<file path="src/shared/pvmp_consts.svh">
/*
  Timing and framing constants for the fixed-format voice serial port.
  Assumes a 100 MHz system clock; every cycle count below is derived from it.
*/
`ifndef PVMP_CONSTS_SVH
`define PVMP_CONSTS_SVH

// ----------------------------------------------------------------------
// System clock
// ----------------------------------------------------------------------
`define PVMP_CLK_PERIOD_NS   10
`define PVMP_CLK_HZ          100000000

// ----------------------------------------------------------------------
// Bit clock and frame layout
// ----------------------------------------------------------------------
`define PVMP_BIT_HZ          768000
`define PVMP_ACC_STEP        (2 * `PVMP_BIT_HZ)
`define PVMP_SLOT_COUNT      6
`define PVMP_SLOT_BITS       16
`define PVMP_ACTIVE_SLOT     0
`define PVMP_FRAME_BITS      (`PVMP_SLOT_COUNT * `PVMP_SLOT_BITS)
`define PVMP_FRAME_HZ        (`PVMP_BIT_HZ / `PVMP_FRAME_BITS)
`define PVMP_FRAME_CYC       (`PVMP_CLK_HZ / `PVMP_FRAME_HZ)
`define PVMP_HALF_MIN_CYC    (`PVMP_CLK_HZ / `PVMP_ACC_STEP)
`define PVMP_HALF_MAX_CYC    (`PVMP_HALF_MIN_CYC + 1)

// ----------------------------------------------------------------------
// Frame sync shape and phase
// ----------------------------------------------------------------------
`define PVMP_SYNC_HIGH_US    32
`define PVMP_SYNC_HIGH_BITS  ((`PVMP_SYNC_HIGH_US * `PVMP_BIT_HZ) / 1000000)
`define PVMP_SYNC_LEAD_NS    154
`define PVMP_SYNC_LEAD_CYC   (`PVMP_SYNC_LEAD_NS / `PVMP_CLK_PERIOD_NS)

// ----------------------------------------------------------------------
// Line levels and reset values
// ----------------------------------------------------------------------
`define PVMP_IDLE_LEVEL      1'h1
`define PVMP_SAMPLE_RESET    16'h0000

`endif

</file>
<file path="src/shared/pvmp_pkg.sv">
/*
  Types shared by the voice serial port modules.
  Assumes the constants header is on the include path.
*/
`include "pvmp_consts.svh"

package pvmp_pkg;

  // ----------------------------------------------------------------------
  // Data and counter types
  // ----------------------------------------------------------------------
  typedef logic [`PVMP_SLOT_BITS-1:0] pvmp_sample_t;
  typedef logic [6:0]                 pvmp_bit_t;
  typedef logic [3:0]                 pvmp_rxcnt_t;

  // ----------------------------------------------------------------------
  // Receive sequencer states
  // ----------------------------------------------------------------------
  typedef enum logic [0:0] {
    RX_IDLE,
    RX_SHIFT
  } pvmp_rx_e;

endpackage : pvmp_pkg

</file>
<file path="src/shared/pvmp_tick_if.sv">
/*
  Timing strobes from the bit clock generator to the frame logic.
  Assumes both ends run on the same system clock.
*/
`timescale 1ns/100ps

interface pvmp_tick_if;
  logic riseTick;
  logic sampleTick;
  logic pinClk;

  modport gen (
    output riseTick,
    output sampleTick,
    output pinClk
  );

  modport sink (
    input  riseTick,
    input  sampleTick,
    input  pinClk
  );
endinterface : pvmp_tick_if

</file>
<file path="src/logic/pvmp_bit_gen.sv">
/*
  Fractional divider making the 768 kHz bit clock from the system clock,
  plus a delay line that places the pin clock behind the frame timing.
  Assumes a synchronised active-low reset and LeadCyc of at least 2.
*/
`timescale 1ns/100ps
`include "pvmp_consts.svh"

module pvmp_bit_gen #(
  parameter int LeadCyc = `PVMP_SYNC_LEAD_CYC
) (
  // Clock, reset, enable
  input  wire logic  clk,
  input  wire logic  rstN,
  input  wire logic  en,
  // Timing strobes
  pvmp_tick_if.gen   tick
);

  // ----------------------------------------------------------------------
  // Phase accumulator
  // ----------------------------------------------------------------------
  localparam logic [27:0] AccMod  = 28'(`PVMP_CLK_HZ);
  localparam logic [27:0] AccStep = 28'(`PVMP_ACC_STEP);

  logic [27:0]        acc;
  logic [27:0]        next_acc;
  logic [27:0]        accSum;
  logic               toggle;
  logic               clkInt;
  logic               next_clkInt;
  logic [LeadCyc-1:0] lead;
  logic [LeadCyc-1:0] next_lead;

  // Average rate is exact; each half period is 65 or 66 cycles
  always_comb begin
    accSum      = acc + AccStep;
    toggle      = (accSum >= AccMod);
    next_acc    = toggle ? (accSum - AccMod) : accSum;
    next_clkInt = toggle ? ~clkInt : clkInt;
    next_lead   = {lead[LeadCyc-2:0], clkInt};
  end

  always_ff @(posedge clk or negedge rstN) begin
    if (!rstN) begin
      acc    <= 28'h000_0000;
      clkInt <= 1'h0;
      lead   <= '0;
    end else if (en) begin
      acc    <= next_acc;
      clkInt <= next_clkInt;
      lead   <= next_lead;
    end
  end

  // ----------------------------------------------------------------------
  // Strobes
  // ----------------------------------------------------------------------
  // Delayed pin clock puts frame edges ahead of the clock edge
  assign tick.pinClk     = lead[LeadCyc-1];
  assign tick.riseTick   = toggle & ~clkInt & en;
  // Fires the cycle before the pin clock falls, while input is stable
  assign tick.sampleTick = lead[LeadCyc-1] & ~lead[LeadCyc-2] & en;
endmodule : pvmp_bit_gen

</file>
<file path="src/logic/pcm_voice_master_port.sv">
/*
  Fixed-format voice serial port, always frame master: drives frame sync
  and bit clock, shifts one 16-bit sample out and one in per frame.
  Assumes the far side samples on the falling bit clock edge and drives
  its data from the rising edge; the serial input is an asynchronous pin.
*/
// Contract
// - Frame sync pulses every frame at 8 kHz
// - Port drives the bit clock itself
// - Six slots per frame, audio in slot zero
// - One clock per bit at 768 kHz
// - Sixteen-bit words, most significant bit first
// - Linear samples, no companding either way
// - Long frame sync spanning many bit clocks
// - Push-pull signalling compatible with standard peripherals
// - Configuration fixed, nothing selectable
// - Sync edge leads clock edge by 154 ns (code: 15 cycles, 150 ns)
`timescale 1ns/100ps
`include "pvmp_consts.svh"

module pcm_voice_master_port (
  // Clock, reset, enable
  input  wire logic                  clk,
  input  wire logic                  rst_n,
  input  wire logic                  en,
  // Transmit sample stream
  input  wire pvmp_pkg::pvmp_sample_t txData,
  input  wire logic                  txValid,
  output logic                       txReady,
  // Receive sample stream
  output pvmp_pkg::pvmp_sample_t     rxData,
  output logic                       rxValid,
  // Serial port pins
  output logic                       frameSync,
  output logic                       bitClk,
  output logic                       serOut,
  input  wire logic                  serIn
);

  // ----------------------------------------------------------------------
  // Fixed framing
  // ----------------------------------------------------------------------
  localparam pvmp_pkg::pvmp_bit_t   LastBit      = 7'(`PVMP_FRAME_BITS - 1);
  localparam pvmp_pkg::pvmp_bit_t   SlotFirst    = 7'(`PVMP_ACTIVE_SLOT * `PVMP_SLOT_BITS);
  localparam pvmp_pkg::pvmp_bit_t   SlotEnd      = 7'(SlotFirst + `PVMP_SLOT_BITS);
  localparam pvmp_pkg::pvmp_bit_t   SyncHighBits = 7'(`PVMP_SYNC_HIGH_BITS);
  localparam pvmp_pkg::pvmp_rxcnt_t LastRxBit    = 4'(`PVMP_SLOT_BITS - 1);
  localparam logic                  IdleLevel    = `PVMP_IDLE_LEVEL;
  localparam int                    SyncLeadCyc  = `PVMP_SYNC_LEAD_CYC;

  // ----------------------------------------------------------------------
  // Reset release
  // ----------------------------------------------------------------------
  logic [1:0] rstPipe;
  logic [1:0] next_rstPipe;
  logic       rstSyncN;

  always_comb begin
    next_rstPipe = {rstPipe[0], 1'h1};
  end

  always_ff @(posedge clk or negedge rst_n) begin
    if (!rst_n) begin
      rstPipe <= 2'h0;
    end else if (en) begin
      rstPipe <= next_rstPipe;
    end
  end

  assign rstSyncN = rstPipe[1];

  // ----------------------------------------------------------------------
  // Serial input synchroniser
  // ----------------------------------------------------------------------
  // Pin may float while the analog path is in use; samples are then junk
  logic serInMeta;
  logic serInSync;
  logic next_serInMeta;
  logic next_serInSync;

  always_comb begin
    next_serInMeta = serIn;
    next_serInSync = serInMeta;
  end

  always_ff @(posedge clk or negedge rstSyncN) begin
    if (!rstSyncN) begin
      serInMeta <= 1'h1;
      serInSync <= 1'h1;
    end else if (en) begin
      serInMeta <= next_serInMeta;
      serInSync <= next_serInSync;
    end
  end

  // ----------------------------------------------------------------------
  // Bit clock generator
  // ----------------------------------------------------------------------
  pvmp_tick_if tickBus ();

  pvmp_bit_gen #(
    .LeadCyc (SyncLeadCyc)
  ) uBitGen (
    .clk     (clk),
    .rstN    (rstSyncN),
    .en      (en),
    .tick    (tickBus.gen)
  );

  assign bitClk = tickBus.pinClk;

  // ----------------------------------------------------------------------
  // Frame counter, sync and transmit shifter
  // ----------------------------------------------------------------------
  pvmp_pkg::pvmp_bit_t    bitIdx;
  pvmp_pkg::pvmp_bit_t    next_bitIdx;
  pvmp_pkg::pvmp_sample_t txShift;
  pvmp_pkg::pvmp_sample_t next_txShift;
  pvmp_pkg::pvmp_sample_t txWord;
  logic                   next_frameSync;
  logic                   next_serOut;
  logic                   frameStart;

  // Frame begins on the rise that wraps the bit counter
  assign frameStart = tickBus.riseTick & (bitIdx == LastBit);
  // No buffer: the sample offered at frame start is the one sent
  assign txReady    = frameStart;

  always_comb begin
    next_bitIdx    = bitIdx;
    next_frameSync = frameSync;
    next_serOut    = serOut;
    next_txShift   = txShift;
    // Underrun sends a zero sample rather than stale data
    txWord         = txValid ? txData : `PVMP_SAMPLE_RESET;
    if (tickBus.riseTick) begin
      next_bitIdx    = frameStart ? 7'h00 : (bitIdx + 7'h01);
      next_frameSync = (next_bitIdx < SyncHighBits);
      if (next_bitIdx == SlotFirst) begin
        next_serOut  = txWord[`PVMP_SLOT_BITS-1];
        next_txShift = {txWord[`PVMP_SLOT_BITS-2:0], 1'h0};
      end else if (next_bitIdx < SlotEnd) begin
        next_serOut  = txShift[`PVMP_SLOT_BITS-1];
        next_txShift = {txShift[`PVMP_SLOT_BITS-2:0], 1'h0};
      end else begin
        next_serOut  = IdleLevel;
      end
    end
  end

  always_ff @(posedge clk or negedge rstSyncN) begin
    if (!rstSyncN) begin
      bitIdx    <= LastBit;
      frameSync <= 1'h0;
      serOut    <= IdleLevel;
      txShift   <= `PVMP_SAMPLE_RESET;
    end else if (en) begin
      bitIdx    <= next_bitIdx;
      frameSync <= next_frameSync;
      serOut    <= next_serOut;
      txShift   <= next_txShift;
    end
  end

  // ----------------------------------------------------------------------
  // Receive sequencer
  // ----------------------------------------------------------------------
  pvmp_pkg::pvmp_rx_e     rxState;
  pvmp_pkg::pvmp_rx_e     next_rxState;
  pvmp_pkg::pvmp_rxcnt_t  rxCount;
  pvmp_pkg::pvmp_rxcnt_t  next_rxCount;
  pvmp_pkg::pvmp_sample_t rxShift;
  pvmp_pkg::pvmp_sample_t next_rxShift;
  pvmp_pkg::pvmp_sample_t next_rxData;
  logic                   next_rxValid;

  // Primed at frame start; the first falling edge after it is bit zero
  always_comb begin
    next_rxState = rxState;
    next_rxCount = rxCount;
    next_rxShift = rxShift;
    next_rxData  = rxData;
    next_rxValid = 1'h0;
    case (rxState)
      pvmp_pkg::RX_IDLE: begin
        if (frameStart) begin
          next_rxState = pvmp_pkg::RX_SHIFT;
          next_rxCount = 4'h0;
        end
      end
      pvmp_pkg::RX_SHIFT: begin
        if (tickBus.sampleTick) begin
          next_rxShift = {rxShift[`PVMP_SLOT_BITS-2:0], serInSync};
          next_rxCount = rxCount + 4'h1;
          if (rxCount == LastRxBit) begin
            next_rxData  = {rxShift[`PVMP_SLOT_BITS-2:0], serInSync};
            next_rxValid = 1'h1;
            next_rxState = pvmp_pkg::RX_IDLE;
          end
        end
      end
      default: begin
        next_rxState = pvmp_pkg::RX_IDLE;
      end
    endcase
  end

  always_ff @(posedge clk or negedge rstSyncN) begin
    if (!rstSyncN) begin
      rxState <= pvmp_pkg::RX_IDLE;
      rxCount <= 4'h0;
      rxShift <= `PVMP_SAMPLE_RESET;
      rxData  <= `PVMP_SAMPLE_RESET;
      rxValid <= 1'h0;
    end else if (en) begin
      rxState <= next_rxState;
      rxCount <= next_rxCount;
      rxShift <= next_rxShift;
      rxData  <= next_rxData;
      rxValid <= next_rxValid;
    end
  end

  // ----------------------------------------------------------------------
  // Check helpers
  // ----------------------------------------------------------------------
  localparam int FrameCyc   = `PVMP_FRAME_CYC;
  localparam int HalfMinCyc = `PVMP_HALF_MIN_CYC;
  localparam int HalfMaxCyc = `PVMP_HALF_MAX_CYC;

  logic [13:0] frameCyc;
  logic [7:0]  halfCnt;
  logic        lastSync;
  logic        lastBitClk;
  logic        seenFrame;
  logic        seenEdge;
  logic        txMsb;

  assign txMsb = txData[`PVMP_SLOT_BITS-1];

  always_ff @(posedge clk or negedge rstSyncN) begin
    if (!rstSyncN) begin
      frameCyc   <= 14'h0000;
      halfCnt    <= 8'h00;
      lastSync   <= 1'h0;
      lastBitClk <= 1'h0;
      seenFrame  <= 1'h0;
      seenEdge   <= 1'h0;
    end else if (en) begin
      lastSync   <= frameSync;
      lastBitClk <= bitClk;
      frameCyc   <= (frameSync & ~lastSync) ? 14'h0000 : (frameCyc + 14'h0001);
      halfCnt    <= (bitClk != lastBitClk) ? 8'h00 : (halfCnt + 8'h01);
      seenFrame  <= seenFrame | (frameSync & ~lastSync);
      seenEdge   <= seenEdge | (bitClk != lastBitClk);
    end
  end
endmodule : pcm_voice_master_port

</file>
<file path="config.mk">
export PLATFORM = sky130hd
export DESIGN_NAME = pcm_voice_master_port
export DESIGN_NICKNAME = d
export VERILOG_FILES = /design/src/shared/pvmp_pkg.sv /design/src/shared/pvmp_tick_if.sv /design/src/logic/pvmp_bit_gen.sv /design/src/logic/pcm_voice_master_port.sv
export VERILOG_INCLUDE_DIRS = /design/src /design/src/shared
export SDC_FILE = /design/constraint.sdc
export NUM_CORES = 1
export LEC_CHECK = 0
export ABC_AREA = 1
export BUFFER_PORTS_ARGS = -buffer_cell sky130_fd_sc_hd__buf_4
export CAP_MARGIN = 40
export CORE_MARGIN = 2
export CORE_UTILIZATION = 50
export DETAILED_ROUTE_END_ITERATION = 6
export PLACE_DENSITY = 0.71
export REMOVE_ABC_BUFFERS = 1
export SYNTH_ARGS = -nofsm -noshare
export SYNTH_HDL_FRONTEND = slang
export SYNTH_HIERARCHICAL = 1
export SYNTH_SLANG_ARGS = --single-unit
</file>
<file path="constraint.sdc">
create_clock -name clk -period 4.9 [get_ports clk]
set_input_delay 0.245 -clock clk [delete_from_list [all_inputs] [get_ports clk]]
set_output_delay 0.245 -clock clk [all_outputs]
set_load 0.03 [all_outputs]
</file>
# Yosys cells after proc, flatten, opt, wreduce, memory -nomap -nowiden
# Cells that the tools add are included.
[op_classes] add_sub_neg=4 order_cmp=3 eq_ne=4 n_mux=17 bitwise=8 n_reduce_logical=8
[op_table] cell="2-to-1 mux 16 bit" n=3
[op_table] cell="adder 28 x 21 -> 28 bit, second input constant" n=1
[op_table] cell=">= comparator 28 x 27 -> 1 bit, second input constant" n=1
[op_table] cell="2-to-1 mux 28 bit" n=1
[op_table] cell="subtractor 28 x 27 -> 28 bit, second input constant" n=1
[op_table] cell="less-than comparator 7 x 5 -> 1 bit, second input constant" n=2
[op_table] cell="AND reduction 3 bit" n=3
[op_table] cell="2-to-1 mux 1 bit" n=8
[op_table] cell="2-to-1 mux 4 bit" n=2
[op_table] cell="case mux 4 bit (2 select lines)" n=1
[op_table] cell="adder 7 x 1 -> 7 bit, second input constant" n=1
[op_table] cell="== test 7 bit, second input constant" n=1
[op_table] cell="zero test 7 bit" n=1
[op_table] cell="2-to-1 mux 7 bit" n=1
[op_table] cell="bitwise AND 1 bit" n=5
[op_table] cell="adder 4 x 1 -> 4 bit, second input constant" n=1
[op_table] cell="== test 4 bit, second input constant" n=1
[op_table] cell="!= test 2 bit, second input constant" n=2
[op_table] cell="AND reduction 2 bit" n=2
[op_table] cell="AND reduction 4 bit" n=1
[op_table] cell="NOT 1 bit" n=3
[op_table] cell="case mux 1 bit (2 select lines)" n=1
[op_table] cell="nonzero test 2 bit" n=1
[totals] ff_bits=110 inputBits=21 output_inout_bits=21 elab_cells=59

# Longest topological paths before layout
# Gate-level depths: netlist (run 1).
[logic_depth] word_depth=9 mapped_depth=26 depth_no_buf=25

# Modules after synthesis
# The synthesis (run 1) kept the hierarchy.
[modules_own_cells] mod="pcm_voice_master_port" n_inst=1 cells_each=365 area_each_um2=3000.4 seq_area_each_um2=1637.8
[modules_own_cells] mod="pvmp_bit_gen" n_inst=1 cells_each=370 area_each_um2=2587.5 seq_area_each_um2=900.9

# Least setup slack after synthesis (run 1)
# OpenSTA, ideal clock, no wires.
[synth_timing] path_type="flip-flop to flip-flop" from="reg uBitGen.acc[12]" to="reg rxCount[1]" setup_time_ns=0.121 t_arrival_ns=2.843 t_required_ns=4.779 slack_ns=1.936 path_stages_with_launch=24 path_buffers=0 period_less_slack_ns=2.964 path_cell_list="dfrtp_1 > inv_2 > ha_1 > inv_1 > nand2_1 > nand2_1 > nand3_1 > nor2_1 > nand2_1 > nand2_1 > nand2_1 > nand3_2 > nand3_4 > nand2_4 > nand2_4 > nor2_1 > nand2_1 > nor2_1 > nand2_4 > inv_1 > nand2_1 > nor2_1 > nor2_1 > a22o_1"
[synth_between] elab_chain_len=7
[synth_lines] item="start: declaration" line="pvmp_bit_gen.sv:26" rtl="logic [27:0] acc;"
[synth_lines] item="start signal: assignment" line="pvmp_bit_gen.sv:50" rtl="acc <= next_acc;"
[synth_lines] item="adder 28 x 21 -> 28 bit" line="pvmp_bit_gen.sv:37" rtl="accSum = acc + AccStep;"
[synth_lines] item=">= comparator 28 x 27 -> 1 bit" line="pvmp_bit_gen.sv:38" rtl="toggle = (accSum >= AccMod);"
[synth_lines] item="bitwise AND 1 bit (2 in a row)" line="pvmp_bit_gen.sv:61" rtl="assign tick.riseTick = toggle & ~clkInt & en;"
[synth_lines] item="named net tickBus.riseTick" line="pvmp_tick_if.sv:8" rtl="logic riseTick;"
[synth_lines] item="bitwise AND 1 bit" line="pcm_voice_master_port.sv:125" rtl="assign frameStart = tickBus.riseTick & (bitIdx == LastBit);"
[synth_lines] item="named net txReady" line="pcm_voice_master_port.sv:29" rtl="output logic txReady,"
[synth_lines] item="!= test 2 bit (no line)"
[synth_lines] item="AND reduction 3 bit (no line)"
[synth_lines] item="end signal: assignment" line="pcm_voice_master_port.sv:217" rtl="rxCount <= next_rxCount;"
[synth_lines] item="end: declaration" line="pcm_voice_master_port.sv:170" rtl="pvmp_pkg::pvmp_rxcnt_t rxCount;"
# The timed path passes the listed nets, and every way through them passes these cells.
# A chain may end at the register's enable or synchronous reset.

# Worst setup path after layout (run 1)
[layout_timing] from="reg uBitGen.acc[12]" to="reg txShift[10]"
[layout_between] elab_chain_len=9 elab_cells_between_ends=11 classes_between="1 x add/sub; 2 x order compare; 2 x mux; 3 x bitwise; 3 x reduce/logical"
[layout_lines] item="adder 28 x 21 -> 28 bit *" line="pvmp_bit_gen.sv:37"
[layout_lines] item=">= comparator 28 x 27 -> 1 bit *" line="pvmp_bit_gen.sv:38"
[layout_lines] item="bitwise AND 1 bit * (2 in a row)" line="pvmp_bit_gen.sv:61"
[layout_lines] item="named net tickBus.riseTick" line="pvmp_tick_if.sv:8"
[layout_lines] item="bitwise AND 1 bit" line="pcm_voice_master_port.sv:125"
[layout_lines] item="2-to-1 mux 7 bit" line="pcm_voice_master_port.sv:137" rtl="next_bitIdx = frameStart ? 7'h00 : (bitIdx + 7'h01);"
[layout_lines] item="less-than comparator 7 x 5 -> 1 bit / zero test 7 bit (equally long branches)" line="pcm_voice_master_port.sv:142, pcm_voice_master_port.sv:139"
[layout_lines] item="nonzero test 2 bit (no line)"
[layout_lines] item="AND reduction 3 bit (no line)"
[layout_lines] item="end signal: assignment" line="pcm_voice_master_port.sv:156" rtl="txShift <= `PVMP_SAMPLE_RESET;"
[layout_lines] item="end signal: assignment" line="pcm_voice_master_port.sv:161" rtl="txShift <= next_txShift;"
[layout_lines] item="end: declaration" line="pcm_voice_master_port.sv:117" rtl="pvmp_pkg::pvmp_sample_t txShift;"
# The timed path passes the listed nets; every way through them passes the cells marked *.

==> metrics.yaml, run 1 <==
status:
  status: "completed"
clock_tree:
  post-cts-setup-buffer-count: 0
  cts.clk_slew.worst_paths_ns: 0.11
  cts_buffers: 9
  htreeDepth: 3
  cts_tree: "yes"
  clk-insertion-delay-late_ns: 0.37
  cts_buffer_depth: 2
  root_buffer: "clkbuf_8"
  clock-sinks: 101
routing:
  wl_um: 10700
  vias: 4442
  dr.pass1.iters: 4
  drc: 0
  wl_per_cell_um: 11.7
  ant_nets: 0
  drtIter0Drc: 317
  avgViaCountPerCell: 4.87
setup_path:
  setup.worst_path.class: "reg2reg"
  rr_endpoint: "txShift[10]"
  start_kind: "register"
  critPathMaxFanout: 31
  r2r-start: "uBitGen/acc[12]"
  crit_path_max_incr_delay_ns: 0.49
  endpoint_kind: "register"
  worstPathArrival_ns: 4.12
  required_ns: 5.21
  cp_cell_sequence: "inv_2, ha_1, inv_1, nand2_1, nand2_1, nand3_1, nor2_1, nand2_1, nand2_1, nand2_1, nand3_2, nand3_4, nand2_4, nand2_4, nor2_1, nand2_1, a21oi_1, nand3_2, nor2_1, nand2_1, nand2_1"
  r2r_cells: 21
  ff2ff_setup_slack_ns: 1.09
  path_common_cell: "nand2_1"
  slowest_stage: "nand3_2"
pwr:
  powerDensity_nw_per_um2: 382
  power_frac_seq_pct: 42.7
  irDropWorstVdd_mv: 0.254
  leakagePower_nw: 3.15
  p_int_mw: 1.43
  switching_share_pct: 39.3
  comb_power_share_pct: 33.4
  power_frac_clock_pct: 23.9
  power_mw: 2.36
  p_switching_mw: 0.930
sta:
  grt_setup_unrepaired: "false"
  clock.fmax_mhz: 263
  report.final.slew_viol_count: 0
  min_period_ns: 3.81
  finalCritPeriodShare_pct: 77.7
  final_hold_viol_count: 0
  slew_headroom_pct: 54.6
  timing.hold.ws_ns: 0.101
  final-setup-viol-count: 0
  clock_skew_ns: 0.0123
  worst_slew_pin_slew_ns: 0.681
  fin_tns_setup_ns: 0
synthesis:
  yosysWarnings: 6
  synth_edf_count: 0
  synthArstFlopShare_pct: 100
  synth_ff_type: "dfrtp_1"
  synth_area_per_cell_um2: 7.60
  synth_seq_cells: 101
  ys_seq_area_share_pct: 45.4
  synth_cell_types: 40
  synthCells: 735
  syn_area_um2: 5590
global_routing:
  antenna_found_initial: 0
  grt_max_degree: 56
  grt_pass1_vias: 4299
  track_usage_pct: 20.0
  grt_pass1_wl_um: 19100
  grt-ovfl-total: 0
floorplanning:
  initial_utilization_pct: 51.3
  die_x_um: 110
  num_rows: 38
  die_y_um: 110
  core_um2: 10900
  pin_count: 42
  die_area_um2: 12000
cells_and_area:
  post_route_cells_drive_above_1_share_pct: 17.1
  fin_util_pct: 56.8
  fin_nets: 795
  area_growth_pct: 10.7
  stdcell_count: 912
  final_cell_mix: "257 x nand2_1, 91 x dfrtp_1, 86 x inv_1, 57 x o21ai_0, 51 x nand3_1"
  num-fill-cells: 1024
  n_antenna_cell: 0
  final_common_cell: "nand2_1"
placement:
  hpwl_um: 7560
  dp.cells: 895
  io_buffer_count: 41
  place_congestion: 0.834
job:
  maxCapViolations: 0
worst_hold_path:
  hp-class: "in2reg"
  hp-start: "serIn"
  hold_path_depth: 2
  whs_endpoint: "next_serInSync"
[state kept, by name (all words and copies together), names as in the netlist]
name and cells:
bitIdx 7, frameSync 1, next_serInSync 1, rstPipe 2, rxCount 4, rxData 16, rxShift 15, rxState 1
rxValid 1, serInSync 1, serOut 1, txShift 15, uBitGen/acc 20, uBitGen/clkInt 1, uBitGen/lead 15
[synth_stat cells, types with 4 or more instances]
library cell / instances / share of area (%)
a21oi_1: 19 / 1.7
buf_2: 5 / 0.45
clkbuf_1: 13 / 0.87
dfrtp_1: 92 / 41
dfstp_2: 9 / 4.2
ha_1: 7 / 1.6
inv_1: 86 / 5.8
inv_2: 5 / 0.34
nand2_1: 257 / 17
nand2_2: 24 / 2.7
nand2_4: 7 / 1.4
nand3_1: 51 / 4.6
nand3_2: 8 / 1.4
nor2_1: 44 / 3.0
nor2_4: 4 / 0.81
o21ai_0: 57 / 5.1
xnor2_1: 4 / 0.63
xor2_1: 7 / 1.1
[through the flow]
step / worst slack (ns) / area [um2]
finish: 1.09 / 6190
global route: 0.599 / 6190
CTS: 1.09 / 6190
detailed placement: 1.16 / 5970
global placement: 1.31 / 5950
floorplan: 1.74 / 5450
[final cells by class]
class | instances | area (um2) | share of cell area [%]
multi-input combinational | 515 | 2550 | 41.2
sequential | 101 | 2540 | 41.1
inverter | 95 | 359 | 5.80
timing repair buffer | 45 | 348 | 5.62
tap | 140 | 175 | 2.83
clock buffer | 9 | 124 | 2.00
clock inverter | 7 | 88.8 | 1.44
[power groups by stage]
stage	Clock, mW	Sequential, mW	Combinational, mW
4_1_cts	0.583	1.01	0.785
5_1_grt	0.616	1.02	0.895
2_1_floorplan	0	0.996	0.636
3_5_place_dp	0	1.02	0.779
3_3_place_gp	0	1.02	0.758
6_report	0.565	1.01	0.789
[per-layer routing]
metal,vias up,GRT usage [%],part of all wire [%]
li1,2341,-,-
met4,0,6.51,1.7
met5,-,0,0
met2,60,33.3,47
met1,2030,26.7,48
met3,11,3.20,3.2
[worst max path at each step]
stage               startpoint  cells after the start     endpoint
6_report       uBitGen/acc[12]                     21  txShift[10]
5_1_grt        uBitGen/acc[12]                     21  txShift[12]
4_1_cts        uBitGen/acc[12]                     21  txShift[10]
3_5_place_dp   uBitGen/acc[12]                     21  txShift[10]
3_3_place_gp   uBitGen/acc[12]                     20  txShift[11]
2_1_floorplan  uBitGen/acc[12]                     21  txShift[10]
[critical path, delay by kind of cell, from the launching register on]
kind,cells,cell delay (ns)
adder cells (fa/ha/maj),1,0.22
AND/OR/NAND/NOR,17,2.60
buffers and inverters,2,0.18
AO/OA/AOI/OAI,1,0.31
flip-flops,1,0.42
[logic make-up after synthesis]
logic type / synth area share (%)
multiplexers: 0.582
adder cells (fa/ha/maj): 1.57
buffers and inverters: 8.91
flip-flops: 45.4
AND/OR/NAND/NOR: 33.3
XOR/XNOR: 2.02
AO/OA/AOI/OAI: 8.15
[timing repair]
action                                 4_1_cts  5_1_grt
setup endpoints to repair                    0        0
hold buffers                                 1        0
resized for setup                            0        0
endpoints found under the hold margin        2        0
No activity file was read; power rests on OpenSTA's default activity.
==> run 2, diff against run 1 <==
==> constraint.sdc (replaced) <==
create_clock -name clk -period 3.6 [get_ports clk]
set_input_delay 0.18 -clock clk [delete_from_list [all_inputs] [get_ports clk]]
set_output_delay 0.18 -clock clk [all_outputs]
set_load 0.03 [all_outputs]
==> run 2 against run 1 <==
  * First-iteration DRC count is 24% lower
  * Sequential power is 36% higher
  * Routed wire length is 2.4% higher
  * Clock power is 50% higher
  * Clock skew hardly changed
  * Global-route usage is 0.11 points lower
  * Highest routed layer unchanged
  * Worst hold slack worse by 0.058 ns
==> metrics.yaml, run 2 (synthesis gave the netlist of run 1 again) <==
status:
  status: "completed"  # unchanged
routing:
  drc: 0  # unchanged
  dr.pass1.iters: 4  # unchanged
  drtIter0Drc: 240  # was 317
  vias: 4470  # was 4442
  ant_nets: 0  # unchanged
  avgViaCountPerCell: 4.88  # was 4.87
  wl_per_cell_um: 11.9  # was 11.7 um
  wl_um: 10900  # was 10700 um
setup_path:
  rr_endpoint: "txShift[5]"  # was txShift[10]
  critPathBufInv: 4  # was 2
  cp_cell_sequence: "inv_2, ha_1, inv_1, nand2_1, nand2_1, nand3_1, nor2_1, nand2_1, nand2_1, nand2_1, nand3_2, nand3_4, nand2_4, nand2_4, nor2_1, nand2_1, nor2_1, nand2_4, inv_1, buf_4"  # was inv_2, ha_1, inv_1, nand2_1, nand2_1, nand3_1, nor2_1, nand2_1, nand2_1, nand2_1, nand3_2, nand3_4, nand2_4, nand2_4, nor2_1, nand2_1, a21oi_1, nand3_2, nor2_1, nand2_1, nand2_1
  setup.worst_path.class: "reg2out"  # was reg2reg
  r2r-start: "uBitGen/acc[12]"  # unchanged
  ff2ff_setup_slack_ns: 0.47  # was 1.09 ns
  worstPathArrival_ns: 3.04  # was 4.12 ns
  endpoint_kind: "output pin"  # was register
  slowest_stage: "dfrtp_1"  # was nand3_2
  required_ns: 3.42  # was 5.21 ns
  path_common_cell: "nand2_1"  # unchanged
  critPathMaxFanout: 6  # was 31
  start_kind: "register"  # unchanged
  crit_path_max_incr_delay_ns: 0.41  # was 0.49 ns
  cp_top_family: "simple AND/OR/NAND/NOR gates"  # unchanged
  r2r_cells: 24  # was 21
sta:
  final-setup-viol-count: 0  # unchanged
  slew_headroom_pct: 62.4  # was 54.6%
  final_hold_viol_count: 0  # unchanged
  clock.fmax_mhz: 311
  worst_slew_pin_slew_ns: 0.563  # was 0.681 ns
  timing.hold.ws_ns: 0.0436  # was 0.101 ns
  finalCritPeriodShare_pct: 89.4
  min_period_ns: 3.22
  clock_skew_ns: 0.0127  # was 0.0123 ns
  grt_setup_unrepaired: "false"  # unchanged
  fin_tns_setup_ns: 0  # unchanged
  report.final.slew_viol_count: 0  # unchanged
job:
  maxCapViolations: 0  # unchanged
floorplanning:
  num_rows: 38  # unchanged
  die_x_um: 110  # unchanged
  die_area_um2: 12000  # unchanged
  initial_utilization_pct: 51.3  # unchanged
  pin_count: 42  # unchanged
  core_um2: 10900  # unchanged
  die_y_um: 110  # unchanged
clock_tree:
  root_buffer: "clkbuf_8"  # unchanged
  htreeDepth: 3  # unchanged
  cts_tree: "yes"  # unchanged
  clock-sinks: 101  # unchanged
  clk-insertion-delay-late_ns: 0.39  # was 0.37 ns
  cts.clk_slew.worst_paths_ns: 0.11  # about the same
  cts_buffer_depth: 2  # unchanged
  cts_buffers: 9  # unchanged
cells_and_area:
  n_antenna_cell: 0  # unchanged
  final_common_cell: "nand2_1"  # unchanged
  num-fill-cells: 1020  # was 1024
  final_cell_mix: "257 x nand2_1, 91 x dfrtp_1, 86 x inv_1, 57 x o21ai_0, 51 x nand3_1"  # unchanged
  regArea_um2: 2540  # unchanged
  multi_input_area_um2: 2560  # was 2550 um2
  area_growth_pct: 11.7  # was 10.7%
  largest_reg_flops: 20  # unchanged
  fin_nets: 799  # was 795
  top_register: "uBitGen/acc"  # unchanged
  top_regs: "uBitGen/acc x20, rxData x16"  # unchanged
  post_route_cells_drive_above_1_share_pct: 17.5  # was 17.1%
global_routing:
  busiest_layer: "met2"  # unchanged
  antenna_found_initial: 0  # unchanged
  grt_util_met2_pct: 32.7  # was 33.3%
  track_usage_pct: 19.9  # was 20.0%
  use_met3_pct: 5.04  # was 3.20%
  use_met1_pct: 26.1  # was 26.7%
  grt_pass1_vias: 4376  # was 4299
  grt_max_degree: 47  # was 56
  grt-ovfl-total: 0  # unchanged
  grt_pass1_wl_um: 19100  # about the same
placement:
  hpwl_um: 7640  # was 7560 um
  place_congestion: 0.905  # was 0.834
  io_buffer_count: 41  # unchanged
worst_hold_path:
  hp-start: "serIn"  # unchanged
  hp-class: "in2reg"  # unchanged
  whs_endpoint: "next_serInSync"  # unchanged
  hold_path_depth: 2  # unchanged
pwr:
  powerDensity_nw_per_um2: 527  # was 382 nW/um2
  leakagePower_nw: 3.18  # was 3.15 nW
  irDropWorstVdd_mv: 0.403  # was 0.254 mV
## run 2: worst max-delay path by stage
stage / start / to / cells after the start
after global routing: uBitGen/acc[12] / txReady / 20
after detailed placement: uBitGen/acc[12] / txShift[11] / 25
after CTS: uBitGen/acc[12] / txReady / 20
after floorplan: uBitGen/acc[12] / txShift[10] / 21
final: uBitGen/acc[12] / txReady / 20
after global placement: uBitGen/acc[12] / txShift[15] / 25
## run 2: cell type report
class | count | area share [%]
Clock buffer | 9 | 1.98
Tap cell | 140 | 2.81
Sequential cell | 101 | 40.7
Clock inverter | 7 | 1.82
Timing Repair Buffer | 49 | 5.93
Inverter | 95 | 5.75
Multi-Input combinational cell | 515 | 41.0
## run 2: layer usage
metal / vias to the layer above / part of all wire, %
li1: 2343 / -
met5: - / 0
met2: 67 / 48
met4: 0 / 0.75
met3: 6 / 3.4
met1: 2054 / 48
## run 2: repair_timing
item,4_1_cts,5_1_grt
hold endpoints to repair,2,0
endpoints found under the setup margin,0,6
buffers inserted,0,0
hold buffers,1,0
resized for setup,0,1
## run 2: power breakdown
part	internal, mW	switching (mW)	total (mW)	leakage, nW
registers	1.24	0.133	1.37	1.33
clock network	0.408	0.438	0.846	0.119
logic	0.371	0.700	1.07	1.73
## run 2: per-stage QoR
step	total power, mW	worst slack [ns]	util [%]	cell area, um2	instances
2_1_floorplan	2.22	0.441	-	5450	711
3_3_place_gp	2.43	0.480	55.0	5990	899
3_5_place_dp	2.46	0.430	55.0	5990	899
4_1_cts	3.32	0.348	57.3	6240	916
5_1_grt	3.54	0.0583	57.3	6240	916
6_report	3.29	0.380	57.3	6240	916
==> run 3, diff against run 2 <==
--- a/config.mk
+++ b/config.mk
@@ -6,9 +6,8 @@
 export SDC_FILE = /design/constraint.sdc
 export NUM_CORES = 1
 export LEC_CHECK = 0
-export ABC_AREA = 1
 export BUFFER_PORTS_ARGS = -buffer_cell sky130_fd_sc_hd__buf_4
-export CAP_MARGIN = 40
+export CAP_MARGIN = 30
 export CORE_MARGIN = 2
 export CORE_UTILIZATION = 50
 export DETAILED_ROUTE_END_ITERATION = 6
==> run 3 against run 2 <==
  * Register-to-register slack lost 0.13 ns
  * Largest power group is now combinational logic
  * Non-clock buffer count grew 19
  * Die area is essentially flat
  * Global-route usage grew 0.74 points
  * Setup slack lost 0.17 ns
==> metrics.yaml, run 3 <==
status:
  status: "completed"  # unchanged
setup_path:
  path_common_cell: "buf_4"  # was nand2_1
  required_ns: 3.42  # about the same
  critPathMaxFanout: 7  # was 6
  start_kind: "register"  # unchanged
  cp_cell_sequence: "buf_4, or3_4, o31a_1, a21bo_2, nor4_4, o21ai_1, nor2_2, nand2_1, nor3_4, buf_4, buf_4"  # was inv_2, ha_1, inv_1, nand2_1, nand2_1, nand3_1, nor2_1, nand2_1, nand2_1, nand2_1, nand3_2, nand3_4, nand2_4, nand2_4, nor2_1, nand2_1, nor2_1, nand2_4, inv_1, buf_4
  endpoint_kind: "output pin"  # unchanged
  worstPathArrival_ns: 3.21  # was 3.04 ns
  cp_top_family: "simple AND/OR/NAND/NOR gates"  # unchanged
  critPathBufInv: 3  # was 4
  crit_path_max_incr_delay_ns: 0.47  # was 0.41 ns
  slowest_stage: "dfrtp_2"  # was dfrtp_1
  setup.worst_path.class: "reg2out"  # unchanged
sta:
  min_period_ns: 3.39  # was 3.22 ns
  grt_setup_unrepaired: "false"  # unchanged
  report.final.slew_viol_count: 0  # unchanged
  worst_slew_pin_slew_ns: 0.909  # was 0.563 ns
  clock.fmax_mhz: 295  # was 311 MHz
  final_hold_viol_count: 0  # unchanged
  setup_ws_ns: 0.212  # was 0.380 ns
  final-setup-viol-count: 0  # unchanged
  slew_headroom_pct: 39.4  # was 62.4%
  fin_tns_setup_ns: 0  # unchanged
  finalCritPeriodShare_pct: 94.1  # was 89.4%
  clock_skew_ns: 0.0101  # was 0.0127 ns
pwr:
  p_int_mw: 2.69  # was 2.02 mW
  irDropWorstVdd_mv: 0.312  # was 0.403 mV
  comb_power_share_pct: 44.2  # was 32.5%
  power_frac_clock_pct: 16.6  # was 25.7%
  power_frac_seq_pct: 39.2  # was 41.8%
  power_mw: 4.56  # was 3.29 mW
  powerDensity_nw_per_um2: 722  # was 527 nW/um2
  leakagePower_nw: 2.68  # was 3.18 nW
  switching_share_pct: 41.1  # was 38.6%
  p_switching_mw: 1.88  # was 1.27 mW
clock_tree:
  cts_tree: "yes"  # unchanged
  clk-insertion-delay-late_ns: 0.38  # was 0.39 ns
  cts.clk_slew.worst_paths_ns: 0.10  # was 0.11 ns
  root_buffer: "clkbuf_8"  # unchanged
  htreeDepth: 3  # unchanged
  clock-sinks: 101  # unchanged
  cts_buffers: 9  # unchanged
  cts_buffer_depth: 2  # unchanged
synthesis:
  synth_ff_type: "dfrtp_1"  # unchanged
  synth_cell_types: 85  # was 40
  synthCells: 533  # was 735
  synthArstFlopShare_pct: 100  # unchanged
  netlist_top_cells_area: "dfrtp_1 41%, mux2_2 11%, dfstp_2 4.2%"  # was dfrtp_1 41%, nand2_1 17%, inv_1 5.8%
  synthTopCellsByCount: "92 x dfrtp_1, 53 x mux2_2, 45 x nand2_1, 29 x nand3_1, 29 x o21ai_0"  # was 257 x nand2_1, 92 x dfrtp_1, 86 x inv_1, 57 x o21ai_0, 51 x nand3_1
  yosysWarnings: 6  # unchanged
  yosysMostFrequentCell: "dfrtp_1"  # was nand2_1
  syn_area_um2: 5590  # about the same
  synth_area_per_cell_um2: 10.5  # was 7.60 um2
  ys_seq_area_share_pct: 45.4  # about the same
  synth_seq_cells: 101  # unchanged
  synth_top_cell_by_area: "dfrtp_1"  # unchanged
  yosysTopAreaCellShare_pct: 41.2  # about the same
  synth_edf_count: 0  # unchanged
global_routing:
  busiest_layer: "met2"  # unchanged
  grt_pass1_vias: 4045  # was 4376
  grt-ovfl-total: 0  # unchanged
  use_met1_pct: 28.1  # was 26.1%
  track_usage_pct: 20.6  # was 19.9%
  grt_max_degree: 72  # was 47
  grt_pass1_wl_um: 19500  # was 19100 um
  use_met3_pct: 4.98  # was 5.04%
  antenna_found_initial: 0  # unchanged
  grt_util_met2_pct: 32.5  # was 32.7%
job:
  maxCapViolations: 0  # unchanged
cells_and_area:
  post_route_cells_drive_above_1_share_pct: 31.3  # was 17.5%
  final_cell_mix: "86 x dfrtp_1, 66 x buf_4, 53 x mux2_2, 44 x nand2_1, 29 x o21ai_0"  # was 257 x nand2_1, 91 x dfrtp_1, 86 x inv_1, 57 x o21ai_0, 51 x nand3_1
  top_regs: "uBitGen/acc x20, rxData x16"  # unchanged
  largest_reg_flops: 20  # unchanged
  final_common_cell: "dfrtp_1"  # was nand2_1
  area_growth_pct: 13.2  # was 11.7%
  top_register: "uBitGen/acc"  # unchanged
  fin_nets: 607  # was 799
  n_antenna_cell: 0  # unchanged
floorplanning:
  initial_utilization_pct: 51.3  # about the same
  die_y_um: 110  # about the same
  num_rows: 38  # unchanged
  pin_count: 42  # unchanged
  core_um2: 10900  # unchanged
  die_x_um: 110  # about the same
  die_area_um2: 12000  # about the same
routing:
  wl_per_cell_um: 15.7  # was 11.9 um
  dr.pass1.iters: 4  # unchanged
  drc: 0  # unchanged
  ant_nets: 0  # unchanged
  wl_um: 11400  # was 10900 um
  drtIter0Drc: 256  # was 240
  avgViaCountPerCell: 5.83  # was 4.88
  vias: 4218  # was 4470
placement:
  post-place-ws_ns: 0.237  # was 0.430 ns
  hpwl_um: 7640  # about the same
  place_congestion: 0.879  # was 0.905
  io_buffer_count: 41  # unchanged
worst_hold_path:
  hp-class: "in2reg"  # unchanged
run 3: cell count changes after synthesis, sizes merged, moves of 9 or more:
cell / before / now
nand2: 288 / 45
inv: 92 / 12
mux2: 2 / 53
nand3: 62 / 30
nor2: 50 / 25
a2bb2oi: 0 / 15
o21ai: 60 / 45
nor3: 3 / 15
a21oi: 21 / 12
o31ai: 0 / 9
run 3: timing repair:
item                       4_1_cts  5_1_grt
setup endpoints to repair        0       17
hold buffers                     1        0
hold endpoints to repair         2        0
buffers inserted                 0       10
resized for setup                0       11
run 3: cells by family (layout without fill, tap and decap cells):
| logic type | count (synthesis) | after routing | synth area share, % |
|---|---|---|---|
| compound gates | 135 | 135 | 18.0 |
| buf+inv | 47 | 98 | 4.41 |
| mux | 55 | 55 | 11.0 |
| simple gates | 170 | 170 | 16.7 |
| flops | 101 | 101 | 45.4 |
| fa+ha+maj | 7 | 7 | 1.57 |
| xor+xnor | 18 | 18 | 2.82 |
run 3: power groups by stage:
stage          Clock [mW]  Combinational (mW)  Sequential [mW]
4_1_cts             0.782                1.89             1.78
2_1_floorplan           0                1.40             1.75
3_3_place_gp            0                1.84             1.78
5_1_grt             0.820                2.23             1.85
3_5_place_dp            0                1.88             1.80
6_report            0.756                2.02             1.79
run 3: area by class of cell:
class	count	area (um2)
fill	895	4560
multi-input combinational	385	2830
sequential	101	2550
timing repair buffer	68	517
tap	140	175
clock buffer	9	124
clock inverter	7	81.3
inverter	14	52.6
run 3: worst paths after layout:
path,from,cells past startpoint,slack (ns),endpoint
min reg2reg,rstPipe[1],0,0.47,uBitGen/acc[21]
min in group asynchronous,rst_n,2,0.12,rstPipe[1]
max in group asynchronous,rstPipe[1],1,2.17,rxData[11]
max,uBitGen/acc[13],11,0.21,txReady
max reg2reg,uBitGen/acc[13],12,0.34,rxCount[3]
min,serIn,2,0.03,next_serInSync
run 3: layer usage:
metal,part of all wire (%),routed length (um)
met4,1.4,161
met2,47,5380
met1,46,5280
met5,0,0
met3,5.0,566
run 3: through the flow:
step / std cells / cell area (um2) / hold WS [ns] / utilization [%]
after floorplan: 500 / 5400 / -0.116 / -
after global routing: 724 / 6330 / 0.0240 / 58.1
after global placement: 697 / 6000 / -0.0385 / 55.1
after CTS: 714 / 6220 / 0.0182 / 57.1
final: 724 / 6330 / 0.0345 / 58.1
after detailed placement: 697 / 6000 / -0.0369 / 55.1
